==> src/common/dtc_pkg.sv <==
/*
 * Shared constants for the dual 16-bit timer/event counter block:
 * register indices, control field positions, reset values, modes.
 * Assumes an 8-bit register port with byte indices as addresses.
 */
package dtc_pkg;

    localparam int DTC_ADDR_W = 6;
    localparam int DTC_DATA_W = 8;
    localparam int DTC_CNT_W = 16;

    // register indices
    localparam logic [5:0] DTC_A_INTC = 6'h0b;
    localparam logic [5:0] DTC_A_T0H = 6'h0c;
    localparam logic [5:0] DTC_A_T0L = 6'h0d;
    localparam logic [5:0] DTC_A_T0C = 6'h0e;
    localparam logic [5:0] DTC_A_T1H = 6'h0f;
    localparam logic [5:0] DTC_A_T1L = 6'h10;
    localparam logic [5:0] DTC_A_T1C = 6'h11;

    // control register fields
    localparam int DTC_C_EDGE = 3;
    localparam int DTC_C_RUN = 4;
    localparam int DTC_C_MLSB = 6;
    localparam int DTC_C_MMSB = 7;
    localparam logic [7:0] DTC_C_RMASK = 8'hd8;
    localparam logic [7:0] DTC_C_RESET = 8'h08;

    // interrupt control fields
    localparam int DTC_I_EN0 = 2;
    localparam int DTC_I_EN1 = 3;
    localparam int DTC_I_F0 = 5;
    localparam int DTC_I_F1 = 6;
    localparam logic [7:0] DTC_I_RMASK = 8'h6c;

    localparam logic [15:0] DTC_CNT_MAX = 16'hffff;
    localparam logic [1:0] DTC_PRESC_LAST = 2'h3;

    typedef enum logic [1:0] {
        DTC_M_UNUSED = 2'h0,
        DTC_M_EVENT = 2'h1,
        DTC_M_TIMER = 2'h2,
        DTC_M_PULSE = 2'h3
    } dtc_mode_t;

endpackage : dtc_pkg

==> src/rtl/dtc_counter.sv <==
/*
 * One 16-bit count-up timer/event counter with preload and control.
 * Assumes pin input synchronous to the core clock.
 */
`timescale 1ns/1ps
`default_nettype none
module dtc_counter
    import dtc_pkg::*;
(
    // clock and reset
    input wire logic i_core_clk,
    input wire logic i_resetn,
    // register access, already decoded
    input wire logic i_wr_low,
    input wire logic i_wr_high,
    input wire logic i_wr_ctrl,
    input wire logic i_rd_cnt,
    input wire logic [7:0] i_wdata,
    input wire logic i_tick,
    // timer pin
    input wire logic i_pin,
    // state out
    output logic [7:0] o_low_buf,
    output logic [15:0] o_count,
    output logic [7:0] o_ctrl,
    output logic o_ovf
);

    logic [7:0] low_buf_ff;
    logic [15:0] count_ff;
    logic [15:0] preload_ff;
    logic [7:0] ctrl_ff;
    logic pin_ff;
    logic pulse_act_ff;

    wire dtc_mode_t mode = dtc_mode_t'(ctrl_ff[DTC_C_MMSB:DTC_C_MLSB]);
    wire logic run = ctrl_ff[DTC_C_RUN];
    wire logic edge_sel = ctrl_ff[DTC_C_EDGE];
    wire logic rise = i_pin & ~pin_ff;
    wire logic fall = ~i_pin & pin_ff;
    // pulse mode: start edge, stop edge
    wire logic p_start = edge_sel ? rise : fall;
    wire logic p_stop = edge_sel ? fall : rise;
    wire logic ev_edge = edge_sel ? fall : rise;
    wire logic pulse_md = (mode == DTC_M_PULSE);
    // step in each mode; clock blocked during reads
    wire logic step = run & ~i_rd_cnt & (
        ((mode == DTC_M_EVENT) & ev_edge) |
        ((mode == DTC_M_TIMER) & i_tick) |
        (pulse_md & pulse_act_ff & i_tick));
    wire logic ovf = step & (count_ff == DTC_CNT_MAX);
    wire logic [15:0] new_pre = {i_wdata, low_buf_ff};
    wire logic pulse_end = pulse_md & run & pulse_act_ff & p_stop;

    logic [15:0] nxt_count;
    logic [7:0] nxt_ctrl;
    logic nxt_pulse_act;

    always_comb begin
        nxt_count = count_ff;
        if (i_wr_high && !run) begin
            nxt_count = new_pre;
        end else if (ovf) begin
            nxt_count = preload_ff;
        end else if (step) begin
            nxt_count = count_ff + 16'h0001;
        end
    end

    always_comb begin
        nxt_ctrl = ctrl_ff;
        if (i_wr_ctrl) begin
            nxt_ctrl = i_wdata & DTC_C_RMASK;
        end else if (pulse_end) begin
            nxt_ctrl[DTC_C_RUN] = 1'b0;
        end
    end

    always_comb begin
        nxt_pulse_act = pulse_act_ff;
        if (!pulse_md || !run || pulse_end) begin
            nxt_pulse_act = 1'b0;
        end else if (p_start) begin
            nxt_pulse_act = 1'b1;
        end
    end

    always_ff @(posedge i_core_clk) begin
        if (!i_resetn) begin
            low_buf_ff <= 8'h00;
            count_ff <= 16'h0000;
            preload_ff <= 16'h0000;
            ctrl_ff <= DTC_C_RESET;
            pin_ff <= 1'b0;
            pulse_act_ff <= 1'b0;
        end else begin
            if (i_wr_low) begin
                low_buf_ff <= i_wdata;
            end
            if (i_wr_high) begin
                preload_ff <= new_pre;
            end
            count_ff <= nxt_count;
            ctrl_ff <= nxt_ctrl;
            pin_ff <= i_pin;
            pulse_act_ff <= nxt_pulse_act;
        end
    end

    assign o_low_buf = low_buf_ff;
    assign o_count = count_ff;
    assign o_ctrl = ctrl_ff;
    assign o_ovf = ovf;

endmodule : dtc_counter
`default_nettype wire

==> src/rtl/dtc_top.sv <==
/*
 * Dual 16-bit timer/event counter with an 8-bit register port,
 * interrupt flags/enables and a wake-up output.
 * Assumes strobes and pins synchronous to I_CORE_CLK; read data one
 * cycle after the read strobe; CPU interrupt logic sits outside.
 */
// What this block does
// - two independent 16-bit up counters
// - timer and pulse modes count at clock/4
// - low byte write only fills buffer
// - low byte read returns buffer
// - bits 7:6 select event, timer, pulse
// - overflow reloads preload, sets flag
// - edge bit picks event counting edge
// - pulse mode start/stop edges from edge bit
// - pulse counting starts on edge, not level
// - pulse end clears run bit
// - one measurement until run set again
// - pulse mode overflow reloads and flags
// - run bit enables; software clears otherwise
// - overflow wakes device from halt
// - enable bit 0 blocks interrupt service
// - stopped counter loads on preload write
// - running counter takes preload at overflow
// - count register reads block that counter's clock
// - control bits 0-2 and 5 read zero
`timescale 1ns/1ps
`default_nettype none
module dtc_top
    import dtc_pkg::*;
(
    // clock and reset
    input wire logic I_CORE_CLK,
    input wire logic I_RESETN,
    // register port
    input wire logic [5:0] I_ADDR,
    input wire logic [7:0] I_WDATA,
    input wire logic I_WR,
    input wire logic I_RD,
    output logic [7:0] O_RDATA,
    // timer pins
    input wire logic I_TIMER0_INPUT_PIN,
    input wire logic I_TIMER1_INPUT_PIN,
    // system side
    output logic O_IRQ,
    output logic O_WAKEUP
);

    function automatic logic hit(input logic [5:0] a, input logic [5:0] r);
        hit = (a == r);
    endfunction : hit

    logic [1:0] presc_ff;
    logic [7:0] intc_ff;
    logic [7:0] rdata_ff;
    logic wake_ff;

    // shared fSYS/4 tick
    wire logic tick = (presc_ff == DTC_PRESC_LAST);

    wire logic [5:0] a_high [2] = '{DTC_A_T0H, DTC_A_T1H};
    wire logic [5:0] a_low [2] = '{DTC_A_T0L, DTC_A_T1L};
    wire logic [5:0] a_ctrl [2] = '{DTC_A_T0C, DTC_A_T1C};
    wire logic pins [2] = '{I_TIMER0_INPUT_PIN, I_TIMER1_INPUT_PIN};

    logic [7:0] low_buf [2];
    logic [15:0] count [2];
    logic [7:0] ctrl [2];
    logic [1:0] ovf;

    genvar g;
    generate
        for (g = 0; g < 2; g++) begin : g_cnt
            wire logic rd_c = I_RD & (hit(I_ADDR, a_high[g]) |
                hit(I_ADDR, a_low[g]));
            dtc_counter u_cnt (
                .i_core_clk(I_CORE_CLK),
                .i_resetn(I_RESETN),
                .i_wr_low(I_WR & hit(I_ADDR, a_low[g])),
                .i_wr_high(I_WR & hit(I_ADDR, a_high[g])),
                .i_wr_ctrl(I_WR & hit(I_ADDR, a_ctrl[g])),
                .i_rd_cnt(rd_c),
                .i_wdata(I_WDATA),
                .i_tick(tick),
                .i_pin(pins[g]),
                .o_low_buf(low_buf[g]),
                .o_count(count[g]),
                .o_ctrl(ctrl[g]),
                .o_ovf(ovf[g])
            );
        end
    endgenerate

    // flags: set wins over software clear
    wire logic wr_intc = I_WR & hit(I_ADDR, DTC_A_INTC);
    logic [7:0] nxt_intc;
    always_comb begin
        nxt_intc = intc_ff;
        if (wr_intc) begin
            nxt_intc = I_WDATA & DTC_I_RMASK;
        end
        nxt_intc[DTC_I_F0] = nxt_intc[DTC_I_F0] | ovf[0];
        nxt_intc[DTC_I_F1] = nxt_intc[DTC_I_F1] | ovf[1];
    end

    // read mux
    logic [7:0] nxt_rdata;
    always_comb begin
        nxt_rdata = 8'h00;
        if (hit(I_ADDR, DTC_A_INTC)) nxt_rdata = intc_ff;
        for (int i = 0; i < 2; i++) begin
            if (hit(I_ADDR, a_high[i])) nxt_rdata = count[i][15:8];
            if (hit(I_ADDR, a_low[i])) nxt_rdata = low_buf[i];
            if (hit(I_ADDR, a_ctrl[i])) nxt_rdata = ctrl[i];
        end
    end

    always_ff @(posedge I_CORE_CLK) begin
        if (!I_RESETN) begin
            presc_ff <= 2'h0;
            intc_ff <= 8'h00;
            rdata_ff <= 8'h00;
            wake_ff <= 1'b0;
        end else begin
            presc_ff <= presc_ff + 2'h1;
            intc_ff <= nxt_intc;
            rdata_ff <= I_RD ? nxt_rdata : 8'h00;
            wake_ff <= |ovf;
        end
    end

    assign O_RDATA = rdata_ff;
    assign O_IRQ = (intc_ff[DTC_I_F0] & intc_ff[DTC_I_EN0]) |
        (intc_ff[DTC_I_F1] & intc_ff[DTC_I_EN1]);
    assign O_WAKEUP = wake_ff;

endmodule : dtc_top
`default_nettype wire

==> config.mk <==
export PLATFORM = sky130hd
export DESIGN_NAME = dtc_top
export DESIGN_NICKNAME = d
export VERILOG_FILES = /design/src/common/dtc_pkg.sv /design/src/rtl/dtc_counter.sv /design/src/rtl/dtc_top.sv
export SDC_FILE = /design/constraint.sdc
export NUM_CORES = 1
export LEC_CHECK = 0
export BUFFER_PORTS_ARGS = -buffer_cell sky130_fd_sc_hd__buf_2
export CORE_MARGIN = 2
export CORE_UTILIZATION = 25
export CTS_BUF_LIST = sky130_fd_sc_hd__clkbuf_8
export CTS_CLUSTER_SIZE = 10
export DETAILED_ROUTE_END_ITERATION = 8
export HOLD_SLACK_MARGIN = 0.08
export SLEW_MARGIN = 10
export SYNTH_ARGS = -nofsm -noshare
export SYNTH_HDL_FRONTEND = slang
export SYNTH_SLANG_ARGS = --single-unit
export TNS_END_PERCENT = 50
==> constraint.sdc <==
create_clock -name I_CORE_CLK -period 4.5 [get_ports I_CORE_CLK]
set_input_delay 0.9 -clock I_CORE_CLK [delete_from_list [all_inputs] [get_ports I_CORE_CLK]]
set_output_delay 0.9 -clock I_CORE_CLK [all_outputs]
set_load 0.02 [all_outputs]
==> results.md <==
- GRT overflow: 0
- Number of placement rows: 53
- Number of levels in the clock H-tree: 3
- Maximum achievable frequency: 0.3682 GHz
- Commonest non-fill, non-tap cells in the layout: 111 x nand2_1, 107 x dfxtp_1, 65 x a21oi_1
- First-pass GRT wire length: 23320 microns
- Synthesized instance count: 646
- Clock latency of the later-clocked register in the worst-skew pair: 0.39 ns
- Worst-path maximum fanout: 18
- Share of cell area taken by muxes after synthesis: 0.08847
- Total negative slack: 0 ns
- Total wirelength of the detailed-routed design: 14860 microns
- Most common cell after layout, fill and taps aside: nand2_1
- Worst clock skew on the final layout: 0.007842 ns
- Clk slew on worst S/H paths: 0.11 ns
- Post-route minimum period: 2.716 ns
- Share of the synthesized netlist area taken by xor and xnor gates: 0.03234
- Flop and latch count out of synthesis: 107
- Part of the cycle the worst path needs: 0.6036
- Antenna diode count: 0
- Net count after synthesis: 669
- Number of distinct library cells after synthesis: 73
- Number of setup violations in the final report: 0
- Fraction of the mapped netlist area in simple logic gates: 0.2365
- Share of synthesized area occupied by flip-flops and latches: 0.3955
- Area of all placed cells without fillers: 5936 sq um
- Mean number of vias per cell: 5.036
- Fraction of the mapped netlist area in compound gates: 0.1864
- CTS Buf Count: 9
- Startpoint type of the worst setup path: primary input
- Adder-cell area share of the yosys netlist: 0.01063
- Number of pins exceeding their max-slew limit in the final report: 0
- Number of warnings issued by yosys: 0
- Avg Synthesized Cell Area: 8.385 sq um
- Initial antenna violation count: 0
- Post-CTS setup repair buffer count: 0
- Pre-CTS setup slack: 1.395 ns
- Layout Nets: 676
- Post-synth EDFFs: 0
- Routed Antenna Nets: 0
- Kind of end point of the critical path: flip-flop
- Fraction of layout cells with a size suffix above 1: 0.1246
- Synth Flop Type: dfxtp_1
- TritonCTS clock tree: yes
- Setup ws final: 1.784 ns
- Cell at the slowest stage of the critical path: nand4_2
- Outcome: finished, final reports clean
- Count of TritonRoute iterations in the first routing pass: 6
- Deepest clock path buffer count: 2
- Floorplan core area: 21150 sq um
- DIE AREA: 22860 sq um
- Cells traversed along the worst timing path: buf_2, and4bb_2, nand4_2, nor2_1, nor3_4, a221o_2
- Number of endpoints with negative hold slack in the final report: 0
- Normalized max-slew margin: 0.4910
- Combinational family with the most area after synthesis: simple AND/OR/NAND/NOR gates
- Worst-case hold slack: 0.4286 ns
- Async set or reset register ratio after synthesis: 0
- Power density cells: 279.7 nW/um^2
- Transition at the pin with the smallest max-transition slack: 0.7594 ns
- Area growth, synth to finish: 9.586%
- Routed length per placed instance: 15.93 microns
- Drc violations: 0
- Routed vias: 4699
- Worst hold path type: reg -> reg
- CTS hold repair buffers: 0
- Clock Sink Count: 107
- Number of gates given a new drive strength after cts: 0
- Number of buffers added on ports: 29
- Vertical die dimension: 151.2 microns
- Root buf cell: clkbuf_8
- Cell area after placement: 5729 sq um
- Largest stage delay on the critical path: 0.48 ns
- Startpoint-to-endpoint class of the critical path: in -> reg
- Required time at the endpoint of the critical path: 4.79 ns
- Placer Congestion: 0.8701
- Detailed placement HPWL: 10430 microns
- Standby leakage power: 0.002300 uW
- Number of maximum-capacitance violations: 0
- Via count of the first global-routing pass: 4276
- Worst IR Drop VDD: 0.1587 mV
- Overall routing resource usage: 0.1315
- Boundary pin count: 30
- DR iter-0 viols: 480
- Unrepaired setup endpoints after global routing: no
- Die Width: 151.2 microns
- Initial standard-cell utilization of the core: 0.2560
- Pin count of the biggest net entering global routing: 62
- Critical Path AT: 3.00 ns
- Post-synthesis instance area: 5416 sq um
==> sequential cells by signal, summed over array words and instances, names as in the netlist <==
signal and count:
g_cnt.u_cnt.preload_ff 32, O_RDATA 8, g_cnt.u_cnt.pin_ff 2, intc_ff 4, g_cnt.u_cnt.pulse_act_ff 2, g_cnt.u_cnt.o_count 32
O_WAKEUP 1, g_cnt.u_cnt.o_ctrl 8, g_cnt.u_cnt.o_low_buf 16, presc_ff 2
==> Yosys cell counts, drive strengths merged, types with 4 or more instances <==
cell | n | area share
xor2 | 11 | 0.018
nor3b | 5 | 0.0069
nor2 | 62 | 0.044
o211ai | 9 | 0.012
clkbuf | 27 | 0.028
a2bb2oi | 7 | 0.011
and2 | 10 | 0.012
nand2 | 113 | 0.079
nor3 | 6 | 0.0076
and4 | 5 | 0.0081
and3 | 6 | 0.0069
o21ai | 22 | 0.020
buf | 12 | 0.013
mux2i | 34 | 0.063
a21oi | 65 | 0.060
inv | 12 | 0.0083
dfxtp | 107 | 0.40
a32oi | 4 | 0.0065
nand4 | 10 | 0.014
xnor2 | 9 | 0.015
a22oi | 17 | 0.024
a22o | 6 | 0.0097
mux2 | 8 | 0.017
nand3 | 27 | 0.025
==> logic make-up after synthesis <==
| logic type | count (synthesis) |
|---|---|
| AO/OA/AOI/OAI | 155 |
| XOR/XNOR | 20 |
| adder cells (fa/ha/maj) | 5 |
| buffers and inverters | 51 |
| flip-flops | 107 |
| multiplexers | 44 |
| AND/OR/NAND/NOR | 264 |
==> power by group <==
group	total, uW	internal (uW)	switching [uW]	leakage [uW]
Combinational	80.3	22.9	57.4	0.00134
Clock	624	266	358	0.0000984
Sequential	956	951	4.39	0.000863
==> layout make-up <==
class                   count  area [sq um]
clock buffers               9         123.9
flip-flops and latches    107          2142
repair buffers             35         190.2
multi-input cells         488          3008
fillers                  2273         15220
well taps                 275         344.1
clock inverters             7         82.58
inverters                  12         45.04
==> final timing paths <==
check	from	to	slack, ns	cells past startpoint
worst min register to register	presc_ff[0]$_SDFF_PN0_	presc_ff[0]$_SDFF_PN0_	0.43	1
worst min-delay path	presc_ff[0]$_SDFF_PN0_	presc_ff[0]$_SDFF_PN0_	0.43	1
worst max register to register	g_cnt[0].u_cnt.o_count[0]$_SDFFE_PN0P_	g_cnt[0].u_cnt.o_count[9]$_SDFFE_PN0P_	2.26	7
worst max-delay path	I_ADDR[5]	g_cnt[1].u_cnt.o_count[12]$_SDFFE_PN0P_	1.78	6
==> per-layer routing <==
| layer | routed length (microns) | GRT usage | share of wire | vias up |
|---|---|---|---|---|
| met2 | 6774 | 0.2050 | 0.46 | 146 |
| met4 | 118 | 0.02897 | 0.0079 | 0 |
| li1 | - | - | - | 2314 |
| met3 | 825 | 0.02500 | 0.056 | 10 |
| met5 | 0 | 0 | 0 | - |
| met1 | 7143 | 0.1880 | 0.48 | 2229 |
==> per-stage QoR <==
step           power [uW]    util  cells
2_1_floorplan        1030       -    646
3_3_place_gp         1058  0.2708    917
3_5_place_dp         1058  0.2708    917
4_1_cts              1675  0.2806    933
5_1_grt              1715  0.2806    933
6_report             1660  0.2806    933
==> worst max-delay path, delay by kind of cell <==
kind            cells  cell delay (ns)
buf+inv             1             0.11
compound gates      1             0.42
simple gates        4             1.56
Note: power is estimated with default switching activity, not from simulation.
